[config.mk]
export PLATFORM = sky130hd
export DESIGN_NAME = usbf_uart
export DESIGN_NICKNAME = d
export VERILOG_FILES = /design/src/design/usbf_uart.v
export VERILOG_INCLUDE_DIRS = /design/src /design/src/design
export SDC_FILE = /design/constraint.sdc
export NUM_CORES = 1
export LEC_CHECK = 0
export ABC_AREA = 1
export BUFFER_PORTS_ARGS = -buffer_cell sky130_fd_sc_hd__buf_4
export CAP_MARGIN = 20
export CORE_AREA = 2 2 203 205
export CTS_CLUSTER_SIZE = 40
export DETAILED_ROUTE_END_ITERATION = 6
export DIE_AREA = 0 0 205 207
export PLACE_DENSITY = 0.75
export SYNTH_ARGS = -nofsm -noshare
export SYNTH_HDL_FRONTEND = slang
export SYNTH_SLANG_ARGS = --single-unit
[constraint.sdc]
create_clock -name mclk -period 3.85 [get_ports mclk]
set_input_delay 0.1925 -clock mclk [delete_from_list [all_inputs] [get_ports mclk]]
set_output_delay 0.1925 -clock mclk [all_outputs]
set_load 0.02 [all_outputs]
[src/design/usbf_map.vh]
/*
 * Register offsets, field positions, reset values and timing counts for the
 * serial port status, divisor and FIFO interrupt block.
 * Assumes an 8-bit register port with byte addresses and one system clock.
 */
`ifndef USBF_MAP_VH
`define USBF_MAP_VH

// ----------------------------------------
// register offsets
// ----------------------------------------
`define USBF_ADDR_DATA 8'h80
`define USBF_ADDR_IER 8'h82
`define USBF_ADDR_IIR_FCR 8'h84
`define USBF_ADDR_LCR 8'h86
`define USBF_ADDR_MCR 8'h88
`define USBF_ADDR_LSR 8'h8a
`define USBF_ADDR_MSR 8'h8c
`define USBF_ADDR_SCR 8'h8e
`define USBF_ADDR_DIV_LO 8'h90
`define USBF_ADDR_DIV_HI 8'h92

// ----------------------------------------
// field positions
// ----------------------------------------
`define USBF_MCR_LOOP 4
`define USBF_FCR_EN 0
`define USBF_FCR_RX_CLR 1
`define USBF_FCR_TX_CLR 2
`define USBF_LCR_STOP2 2
`define USBF_LCR_PAR_EN 3
`define USBF_LCR_PAR_EVEN 4

// ----------------------------------------
// reset values and identification codes
// ----------------------------------------
`define USBF_LCR_RESET 8'h03
`define USBF_DIV_RESET 16'h0002
`define USBF_IIR_NONE 4'h1
`define USBF_IIR_LINE 4'h6
`define USBF_IIR_RXDATA 4'h4
`define USBF_IIR_TIMEOUT 4'hc
`define USBF_IIR_TX_HOLDING_EMPTY 4'h2
`define USBF_IIR_MODEM 4'h0

// ----------------------------------------
// timing counts
// ----------------------------------------
`define USBF_OVERSAMPLE 10'h010
`define USBF_TO_CHARS 10'h004
`define USBF_SAMPLE_MID 4'h7
`define USBF_SAMPLE_LAST 4'hf
`define USBF_FIFO_DEPTH 5'h10

`endif

[src/design/usbf_uart.v]
/*
 * Serial port core: modem status with change detection, scratch byte,
 * baud divisor, 16-deep receive and transmit FIFOs with their interrupt,
 * timeout and polled behaviour, and the line framing behind them.
 * Assumes all inputs synchronous to mclk and a register master that never
 * issues read and write strobes together.
 */
`timescale 1ns/1ps
`include "usbf_map.vh"

module usbf_uart (
    input wire mclk,
    input wire reset_n,
    input wire [7:0] reg_addr,
    input wire [7:0] reg_wdata,
    input wire reg_wr,
    input wire reg_rd,
    output reg [7:0] reg_rdata,
    input wire serial_in,
    output wire serial_out,
    input wire carrier_detect_pin_n,
    input wire ring_pin_n,
    input wire set_ready_pin_n,
    input wire clear_to_send_pin_n,
    output wire term_ready_n,
    output wire req_send_n,
    output wire aux_output_one_n,
    output wire aux_output_two_n,
    output wire irq
);

localparam RX_IDLE = 3'b001;
localparam RX_START = 3'b010;
localparam RX_BITS = 3'b100;

// ----------------------------------------
// helpers
// ----------------------------------------
function [3:0] usbf_data_bits;
    input [1:0] wl;
    begin
        usbf_data_bits = {2'b00, wl} + 4'h5;
    end
endfunction

function [3:0] usbf_frame_bits;
    input [7:0] lcr;
    begin
        usbf_frame_bits = 4'h1 + usbf_data_bits(lcr[1:0]) + {3'b000, lcr[`USBF_LCR_PAR_EN]} +
                          (lcr[`USBF_LCR_STOP2] ? 4'h2 : 4'h1);
    end
endfunction

function [4:0] usbf_trig;
    input [1:0] sel;
    begin
        case (sel)
            2'h0: usbf_trig = 5'h01;
            2'h1: usbf_trig = 5'h04;
            2'h2: usbf_trig = 5'h08;
            default: usbf_trig = 5'h0e;
        endcase
    end
endfunction

// ----------------------------------------
// register state
// ----------------------------------------
reg [3:0] ier_reg;
reg [7:0] lcr_reg;
reg [4:0] mcr_reg;
reg fcr_en_reg;
reg [1:0] trig_sel_reg;
reg [7:0] scratch_byte_reg;
reg [15:0] div_reg;
reg [15:0] baud_cnt_reg;
reg tick_reg;
reg [3:0] msr_prev_reg;
reg [3:0] msr_delta_reg;
reg oe_reg;
reg [3:0] iir_id;

wire loop = mcr_reg[`USBF_MCR_LOOP];
wire [3:0] frame_bits = usbf_frame_bits(lcr_reg);
wire [3:0] nbits = usbf_data_bits(lcr_reg[1:0]);
wire [4:0] limit = fcr_en_reg ? `USBF_FIFO_DEPTH : 5'h01;

wire wr_data = reg_wr && (reg_addr == `USBF_ADDR_DATA);
wire wr_fcr = reg_wr && (reg_addr == `USBF_ADDR_IIR_FCR);
wire wr_lo = reg_wr && (reg_addr == `USBF_ADDR_DIV_LO);
wire wr_hi = reg_wr && (reg_addr == `USBF_ADDR_DIV_HI);
wire rd_data = reg_rd && (reg_addr == `USBF_ADDR_DATA);
wire rd_iir = reg_rd && (reg_addr == `USBF_ADDR_IIR_FCR);
wire rd_lsr = reg_rd && (reg_addr == `USBF_ADDR_LSR);
wire rd_msr = reg_rd && (reg_addr == `USBF_ADDR_MSR);
wire fcr_toggle = wr_fcr && (reg_wdata[`USBF_FCR_EN] != fcr_en_reg);
wire rx_flush = wr_fcr && (reg_wdata[`USBF_FCR_RX_CLR] || fcr_toggle);
wire tx_flush = wr_fcr && (reg_wdata[`USBF_FCR_TX_CLR] || fcr_toggle);
wire [15:0] div_next = wr_lo ? {div_reg[15:8], reg_wdata} : {reg_wdata, div_reg[7:0]};

// ----------------------------------------
// modem status
// ----------------------------------------
// bit order dcd, ri, dsr, cts; loopback swaps in the control outputs
wire [3:0] msr_cur = loop ? {mcr_reg[3], mcr_reg[2], mcr_reg[0], mcr_reg[1]} :
                     ~{carrier_detect_pin_n, ring_pin_n, set_ready_pin_n, clear_to_send_pin_n};
wire [3:0] msr_event = {msr_cur[3] ^ msr_prev_reg[3],
                        msr_prev_reg[2] & ~msr_cur[2],
                        msr_cur[1:0] ^ msr_prev_reg[1:0]};
// an event in the reading cycle lands after the clear
wire [3:0] msr_delta_next = (rd_msr ? 4'h0 : msr_delta_reg) | msr_event;

// ----------------------------------------
// control registers and baud generator
// ----------------------------------------
always @(posedge mclk) begin
    if (!reset_n) begin
        ier_reg <= 4'h0;
        lcr_reg <= `USBF_LCR_RESET;
        mcr_reg <= 5'h00;
        fcr_en_reg <= 1'b0;
        trig_sel_reg <= 2'h0;
        scratch_byte_reg <= 8'h00;
        div_reg <= `USBF_DIV_RESET;
        baud_cnt_reg <= `USBF_DIV_RESET;
        tick_reg <= 1'b0;
        msr_prev_reg <= 4'h0;
        msr_delta_reg <= 4'h0;
    end else begin
        if (reg_wr && reg_addr == `USBF_ADDR_IER) begin
            ier_reg <= reg_wdata[3:0];
        end
        if (reg_wr && reg_addr == `USBF_ADDR_LCR) begin
            lcr_reg <= reg_wdata;
        end
        if (reg_wr && reg_addr == `USBF_ADDR_MCR) begin
            mcr_reg <= reg_wdata[4:0];
        end
        if (wr_fcr) begin
            fcr_en_reg <= reg_wdata[`USBF_FCR_EN];
            trig_sel_reg <= reg_wdata[7:6];
        end
        if (reg_wr && reg_addr == `USBF_ADDR_SCR) begin
            scratch_byte_reg <= reg_wdata;
        end
        if (wr_lo || wr_hi) begin
            div_reg <= div_next;
            baud_cnt_reg <= div_next;
            tick_reg <= 1'b0;
        end else if (baud_cnt_reg <= 16'h0001) begin
            baud_cnt_reg <= div_reg;
            tick_reg <= 1'b1;
        end else begin
            baud_cnt_reg <= baud_cnt_reg - 16'h0001;
            tick_reg <= 1'b0;
        end
        msr_prev_reg <= msr_cur;
        msr_delta_reg <= msr_delta_next;
    end
end

// ----------------------------------------
// transmit FIFO and shifter
// ----------------------------------------
reg [7:0] tx_mem [0:15];
reg [3:0] tx_wp_reg;
reg [3:0] tx_rp_reg;
reg [4:0] tx_count_reg;
reg [11:0] tx_shift_reg;
reg [3:0] tx_left_reg;
reg [3:0] tx_sub_reg;
reg tx_busy_reg;
reg tx_holding_empty_reg;
reg tx_holding_empty_pend_reg;
reg multi_reg;
reg [9:0] tx_holding_empty_dly_reg;

wire tx_push = wr_data && (tx_count_reg < limit);
wire tx_pop = !tx_busy_reg && (tx_count_reg != 5'h00);
wire tx_line = tx_busy_reg ? tx_shift_reg[0] : 1'b1;
wire [7:0] tx_byte = tx_mem[tx_rp_reg];
wire [7:0] tx_masked = tx_byte & ~(8'hff << nbits);
wire tx_par = ^tx_masked ^ ~lcr_reg[`USBF_LCR_PAR_EVEN];
wire tx_holding_empty_set = !tx_holding_empty_reg && (tx_count_reg == 5'h00) && !tx_push && (tx_holding_empty_dly_reg == 10'h000);

always @(posedge mclk) begin
    if (wr_data && (tx_count_reg < limit)) begin
        tx_mem[tx_wp_reg] <= reg_wdata;
    end
end

always @(posedge mclk) begin
    if (!reset_n || tx_flush) begin
        tx_wp_reg <= 4'h0;
        tx_rp_reg <= 4'h0;
        tx_count_reg <= 5'h00;
        tx_busy_reg <= 1'b0;
        tx_shift_reg <= 12'hfff;
        tx_left_reg <= 4'h0;
        tx_sub_reg <= 4'h0;
        tx_holding_empty_reg <= 1'b1;
        multi_reg <= 1'b0;
        tx_holding_empty_dly_reg <= 10'h000;
        tx_holding_empty_pend_reg <= !reset_n ? 1'b0 : fcr_toggle;
    end else begin
        if (tx_push) begin
            tx_wp_reg <= tx_wp_reg + 4'h1;
        end
        tx_count_reg <= tx_count_reg + {4'h0, tx_push} - {4'h0, tx_pop};
        if (tx_count_reg >= 5'h02) begin
            multi_reg <= 1'b1;
        end else if (tx_holding_empty_set) begin
            multi_reg <= 1'b0;
        end
        if (tx_pop) begin
            tx_rp_reg <= tx_rp_reg + 4'h1;
            tx_busy_reg <= 1'b1;
            tx_left_reg <= frame_bits;
            tx_sub_reg <= 4'h0;
            tx_shift_reg <= (12'hffe << nbits) ^ ({11'h000, lcr_reg[`USBF_LCR_PAR_EN] & ~tx_par} << (nbits + 4'h1)) |
                            {3'b000, tx_masked, 1'b0};
            // lone byte: hold empty until one character minus its final stop bit
            if (fcr_en_reg && tx_count_reg == 5'h01 && !tx_push && !multi_reg) begin
                tx_holding_empty_dly_reg <= {6'h00, frame_bits - 4'h1} * `USBF_OVERSAMPLE;
            end
        end else if (tx_busy_reg && tick_reg) begin
            tx_sub_reg <= tx_sub_reg + 4'h1;
            if (tx_sub_reg == `USBF_SAMPLE_LAST) begin
                tx_shift_reg <= {1'b1, tx_shift_reg[11:1]};
                tx_left_reg <= tx_left_reg - 4'h1;
                tx_busy_reg <= (tx_left_reg != 4'h1);
            end
        end
        if (tx_holding_empty_dly_reg != 10'h000 && tick_reg && !tx_pop) begin
            tx_holding_empty_dly_reg <= tx_holding_empty_dly_reg - 10'h001;
        end
        if (tx_push) begin
            tx_holding_empty_reg <= 1'b0;
        end else if (tx_holding_empty_set) begin
            tx_holding_empty_reg <= 1'b1;
        end
        // a new empty event wins over a clear in the same cycle
        if (tx_holding_empty_set) begin
            tx_holding_empty_pend_reg <= 1'b1;
        end else if (wr_data || (rd_iir && iir_id == `USBF_IIR_TX_HOLDING_EMPTY)) begin
            tx_holding_empty_pend_reg <= 1'b0;
        end
    end
end

assign serial_out = loop ? 1'b1 : tx_line;

// ----------------------------------------
// receiver
// ----------------------------------------
reg [2:0] rx_state_reg;
reg [3:0] rx_sub_reg;
reg [3:0] rx_idx_reg;
reg [11:0] rx_frame_reg;
reg rx_push_reg;
reg [10:0] rx_word_reg;
reg [10:0] rx_mem [0:15];
reg [3:0] rx_wp_reg;
reg [3:0] rx_rp_reg;
reg [4:0] rx_count_reg;
reg [4:0] rx_err_cnt_reg;
reg [9:0] to_cnt_reg;
reg to_flag_reg;

wire rx_line = loop ? tx_line : serial_in;
wire [3:0] rx_stop_idx = nbits + {3'b000, lcr_reg[`USBF_LCR_PAR_EN]};
wire [11:0] rx_full = rx_frame_reg | ({11'h000, rx_line} << rx_stop_idx);
wire [7:0] rx_data = rx_full[7:0] & ~(8'hff << nbits);
wire rx_perr = lcr_reg[`USBF_LCR_PAR_EN] && (^rx_data ^ rx_full[nbits] ^ ~lcr_reg[`USBF_LCR_PAR_EVEN]);
wire rx_brk = (rx_full == 12'h000);
wire rx_pop = rd_data && (rx_count_reg != 5'h00);
wire rx_store = rx_push_reg && (rx_count_reg < limit);
wire [10:0] rx_top = rx_mem[rx_rp_reg];
wire top_err = (rx_count_reg != 5'h00) && (rx_top[10:8] != 3'b000);
wire [9:0] to_limit = {6'h00, frame_bits} * `USBF_OVERSAMPLE * `USBF_TO_CHARS;

always @(posedge mclk) begin
    if (!reset_n) begin
        rx_state_reg <= RX_IDLE;
        rx_sub_reg <= 4'h0;
        rx_idx_reg <= 4'h0;
        rx_frame_reg <= 12'h000;
        rx_push_reg <= 1'b0;
        rx_word_reg <= 11'h000;
    end else begin
        rx_push_reg <= 1'b0;
        case (rx_state_reg)
            RX_IDLE: begin
                rx_sub_reg <= 4'h0;
                if (!rx_line) begin
                    rx_state_reg <= RX_START;
                end
            end
            RX_START: begin
                if (tick_reg) begin
                    rx_sub_reg <= rx_sub_reg + 4'h1;
                    if (rx_sub_reg == `USBF_SAMPLE_MID) begin
                        rx_state_reg <= rx_line ? RX_IDLE : RX_BITS;
                        rx_sub_reg <= 4'h0;
                        rx_idx_reg <= 4'h0;
                        rx_frame_reg <= 12'h000;
                    end
                end
            end
            RX_BITS: begin
                if (tick_reg) begin
                    rx_sub_reg <= rx_sub_reg + 4'h1;
                    if (rx_sub_reg == `USBF_SAMPLE_LAST) begin
                        rx_frame_reg <= rx_frame_reg | ({11'h000, rx_line} << rx_idx_reg);
                        rx_idx_reg <= rx_idx_reg + 4'h1;
                        if (rx_idx_reg == rx_stop_idx) begin
                            rx_state_reg <= RX_IDLE;
                            rx_push_reg <= 1'b1;
                            rx_word_reg <= {rx_brk, !rx_line, rx_perr, rx_data};
                        end
                    end
                end
            end
            default: rx_state_reg <= RX_IDLE;
        endcase
    end
end

always @(posedge mclk) begin
    if (rx_store) begin
        rx_mem[rx_wp_reg] <= rx_word_reg;
    end
end

always @(posedge mclk) begin
    if (!reset_n || rx_flush) begin
        rx_wp_reg <= 4'h0;
        rx_rp_reg <= 4'h0;
        rx_count_reg <= 5'h00;
        rx_err_cnt_reg <= 5'h00;
        to_cnt_reg <= 10'h000;
        to_flag_reg <= 1'b0;
    end else begin
        if (rx_store) begin
            rx_wp_reg <= rx_wp_reg + 4'h1;
        end
        if (rx_pop) begin
            rx_rp_reg <= rx_rp_reg + 4'h1;
        end
        rx_count_reg <= rx_count_reg + {4'h0, rx_store} - {4'h0, rx_pop};
        rx_err_cnt_reg <= rx_err_cnt_reg + {4'h0, rx_store && rx_word_reg[10:8] != 3'b000} -
                          {4'h0, rx_pop && top_err};
        // the read that clears a pending timeout also restarts its timer
        if (rx_pop || rx_push_reg || rx_count_reg == 5'h00) begin
            to_cnt_reg <= 10'h000;
        end else if (tick_reg && to_cnt_reg < to_limit) begin
            to_cnt_reg <= to_cnt_reg + 10'h001;
        end
        if (rx_pop || !fcr_en_reg) begin
            to_flag_reg <= 1'b0;
        end else if (to_cnt_reg >= to_limit && rx_count_reg != 5'h00) begin
            to_flag_reg <= 1'b1;
        end
    end
end

always @(posedge mclk) begin
    if (!reset_n) begin
        oe_reg <= 1'b0;
    end else if (rx_push_reg && rx_count_reg >= limit && !rx_pop) begin
        oe_reg <= 1'b1;
    end else if (rd_lsr) begin
        oe_reg <= 1'b0;
    end
end

// ----------------------------------------
// interrupt identification
// ----------------------------------------
// disabled enables leave each direction polled; no trigger or timeout shows then
wire line_irq = ier_reg[2] && (oe_reg || top_err);
wire rxd_irq = ier_reg[0] && (fcr_en_reg ? rx_count_reg >= usbf_trig(trig_sel_reg) :
                                          rx_count_reg != 5'h00);
wire to_irq = ier_reg[0] && to_flag_reg;
wire thr_irq = ier_reg[1] && tx_holding_empty_pend_reg;
wire ms_irq = ier_reg[3] && (msr_delta_reg != 4'h0);

always @* begin
    if (line_irq) begin
        iir_id = `USBF_IIR_LINE;
    end else if (rxd_irq) begin
        iir_id = `USBF_IIR_RXDATA;
    end else if (to_irq) begin
        iir_id = `USBF_IIR_TIMEOUT;
    end else if (thr_irq) begin
        iir_id = `USBF_IIR_TX_HOLDING_EMPTY;
    end else if (ms_irq) begin
        iir_id = `USBF_IIR_MODEM;
    end else begin
        iir_id = `USBF_IIR_NONE;
    end
end

assign irq = (iir_id != `USBF_IIR_NONE);

// ----------------------------------------
// readback and modem outputs
// ----------------------------------------
wire temt = (tx_count_reg == 5'h00) && !tx_busy_reg;
wire [7:0] lsr_val = {rx_err_cnt_reg != 5'h00, temt, tx_holding_empty_reg,
                      rx_count_reg != 5'h00 ? rx_top[10:8] : 3'b000, oe_reg,
                      rx_count_reg != 5'h00};
reg [7:0] rdata_next;

always @* begin
    case (reg_addr)
        `USBF_ADDR_DATA: rdata_next = rx_top[7:0];
        `USBF_ADDR_IER: rdata_next = {4'h0, ier_reg};
        `USBF_ADDR_IIR_FCR: rdata_next = {fcr_en_reg, fcr_en_reg, 2'b00, iir_id};
        `USBF_ADDR_LCR: rdata_next = lcr_reg;
        `USBF_ADDR_MCR: rdata_next = {3'b000, mcr_reg};
        `USBF_ADDR_LSR: rdata_next = lsr_val;
        `USBF_ADDR_MSR: rdata_next = {msr_cur, msr_delta_reg};
        `USBF_ADDR_SCR: rdata_next = scratch_byte_reg;
        `USBF_ADDR_DIV_LO: rdata_next = div_reg[7:0];
        `USBF_ADDR_DIV_HI: rdata_next = div_reg[15:8];
        default: rdata_next = 8'h00;
    endcase
end

always @(posedge mclk) begin
    if (!reset_n) begin
        reg_rdata <= 8'h00;
    end else if (reg_rd) begin
        reg_rdata <= rdata_next;
    end else begin
        reg_rdata <= 8'h00;
    end
end

// outputs forced inactive in loopback
assign term_ready_n = loop | ~mcr_reg[0];
assign req_send_n = loop | ~mcr_reg[1];
assign aux_output_one_n = loop | ~mcr_reg[2];
assign aux_output_two_n = loop | ~mcr_reg[3];

endmodule

==> flow_summary.ini <==
[outcome]
outcome = finished, violations left
violations = DRC

[global_route]
grt_pass1_wl_mm = 88.62
grt_usage_pct = 26.47
grt-ovfl-total = 0
grt_max_degree = 74
grt_pass1_vias = 16660
antenna_found_initial = 0

[detailed_routing]
vias = 17650
drt-total-wl_mm = 56.72
first_iter_violations = 1903
drt-wirelength-per-cell_um = 18.64
drc = 1
postRouteAntennaNets = 0
drtPass1Iterations = 7
vias_per_cell = 5.803

[placement]
dp_hpwl_mm = 38.08
dp_cells = 2944
dp_slack_ps = 181.9
portBuffers = 38
globalplace.congestion = 0.9336
placed_area_mm2 = 0.02371

[timing]
hold_ws_ps = 19.82
period_needed_ps = 3560
fin_skew_ps = 21.28
setup_viol = 0
setup_ws_ps = 289.6
fin_setup_tns_ps = 0
worst_pin_slew_ps = 993.6
hold_viol = 0
slew_violations = 0
finalCritPeriodShare_pct = 92.48
rsz0062_at_grt = false
fmax_mhz = 280.9
max-slew-margin-rel_pct = 33.25

[synth]
ys.flop_type = edfxtp_1
synth_area_per_cell_um2 = 9.456
synth-seq-cells = 501
syn_area_mm2 = 0.02274
synth_nets = 2499
yosysSeqAreaShare_pct = 57.53
synthCells = 2405
ys_async_sr_fraction_pct = 0
synth-edff-count = 305
synth_cell_types = 61
yosysWarnings = 0

[clock_network]
clk_latency_ps = 600
htreeDepth = 2
cts_root_buffer = clkbuf_16
cts_tree = yes
clockBufferDepth = 3
clk_pin_slew_ps = 70
numCtsBuffers = 49
clock-sinks = 501

[run]
drv_cap = 0

[setup_path]
crit_family = simple AND/OR/NAND/NOR gates
crit_slowest_cell = fa_1
crit_top_cell = nor2_1
setup.worst_path.class = reg -> reg
worst-path-max-fanout = 5
path_cells = inv_1 > ha_1 > nor2_1 > nor2_1 > fa_1 > inv_1 > ha_1 > inv_1 > nor2_1 > nor2_1 > o21ai_0 > nor2_1 > inv_1 > nor3_2 > and3b_1 > nand3_1 > or2_2 > a21oi_1
cpPeakStageDelay_ps = 560
crit_path_end_kind = flip-flop
worst-path-buf-inv = 4
cp.arrival_ps = 4070
cp.required_ps = 4360
startpoint_type = flip-flop

[floorplanning]
initial_core_util_pct = 56.34
io_pins = 39
die_h_um = 207
die_area_mm2 = 0.04244
num_rows = 74
core_mm2 = 0.04037
dieWidth_um = 205

[power]
p_leak_uw = 0.009623
powerDensity_mw_per_mm2 = 522.0
peakVddDrop_mv = 0.4306

[cells_and_area]
reg_top3 = rx_mem: 176 flops, tx_mem: 128 flops
largest_register_ffs = 176
num_antenna_cells = 0
stdcell_count = 3042
layout_commonest_cell = nand2_1
drive_gt1_share_pct = 8.845
largest-register = rx_mem
final_cell_mix = nand2_1 (408), nor2_1 (307), edfxtp_1 (305)
finish.net_count = 2564
layout.cell_area.non_filler_mm2 = 0.02542
area_growth_pct = 11.77

[hold_path]
hp-class = in -> reg
logic make-up after synthesis:
kind of cell	after synthesis	share of synthesized area [%]
AOI/OAI and AO/OA	468	12.20
xor gates and xnor gates	36	1.386
adders and majority gates	69	3.994
buffers and inverters	342	6.090
DFF	501	57.53
muxes	19	0.8363
and+or+nand+nor	970	17.96
per-stage QoR:
step	power, µW	utilization, %
after detailed placement	8524	58.73
after global routing	13850	62.97
after global placement	8432	58.73
after floorplan	7924	-
final	13270	62.97
after CTS	13270	62.91
timing repair:
action	4_1_cts	5_1_grt
setup endpoints to repair	0	2
setup buffers	0	1
endpoints found under the hold margin	79	0
resized for setup	0	3
hold buffers	6	0
area by class of cell:
cell class	instances	area [µm²]
inverters	256	960.9
repair buffers	100	790.8
well taps	532	665.6
multi-input cells	1562	8289
flip-flops and latches	501	13090
fillers	3162	14950
clock inverters	17	102.6
clock buffers	74	1524
final timing paths:
kind	from	endpoint	slack [ps]	cells after the start
max	lcr_reg[0]$_SDFFE_PN1P_	to_cnt_reg[8]$_SDFFE_PP0P_	290	18
min reg2reg	rx_frame_reg[11]$_SDFFE_PN0P_	rx_frame_reg[11]$_SDFFE_PN0P_	460	2
min	reg_wdata[0]	tx_mem[4][0]$_DFFE_PP_	20	1
max reg2reg	lcr_reg[0]$_SDFFE_PN1P_	to_cnt_reg[8]$_SDFFE_PP0P_	290	18
routing by layer:
metal	up-vias	track usage, %	wire (µm)
li1	8376	-	-
met2	809	42.22	26380
met5	-	0	0
met1	8359	37.41	23850
met4	0	7.641	1433
met3	108	4.437	5051
report_power, final:
group,leakage (µW),internal [µW],total (µW),switching [µW]
clock,0.000819,2740,4800,2060
combinational,0.00442,827,2430,1610
sequential,0.00438,5870,6040,167
cell usage after synthesis (all sizes together) (5+ instances only):
cell type	instances	area share, %
o211ai	46	1.5
fa	6	0.53
or2	17	0.47
a221oi	8	0.31
a31oi	10	0.28
o21ai	182	4.0
edfxtp	305	40
o32ai	12	0.46
o221ai	24	0.92
buf	43	1.1
o2111ai	6	0.23
xnor2	19	0.73
ha	63	3.5
xor2	17	0.65
nor4	7	0.19
nor3	44	1.1
a211oi	6	0.20
mux2i	19	0.84
nand4	10	0.28
a21oi	136	3.0
nor2	311	5.2
inv	254	4.2
o22ai	14	0.39
clkbuf	43	0.72
nand2	412	6.9
o21bai	5	0.17
nor3b	8	0.26
nand3	156	3.5
dfxtp	196	17
Power figures use the tool's default switching activity.
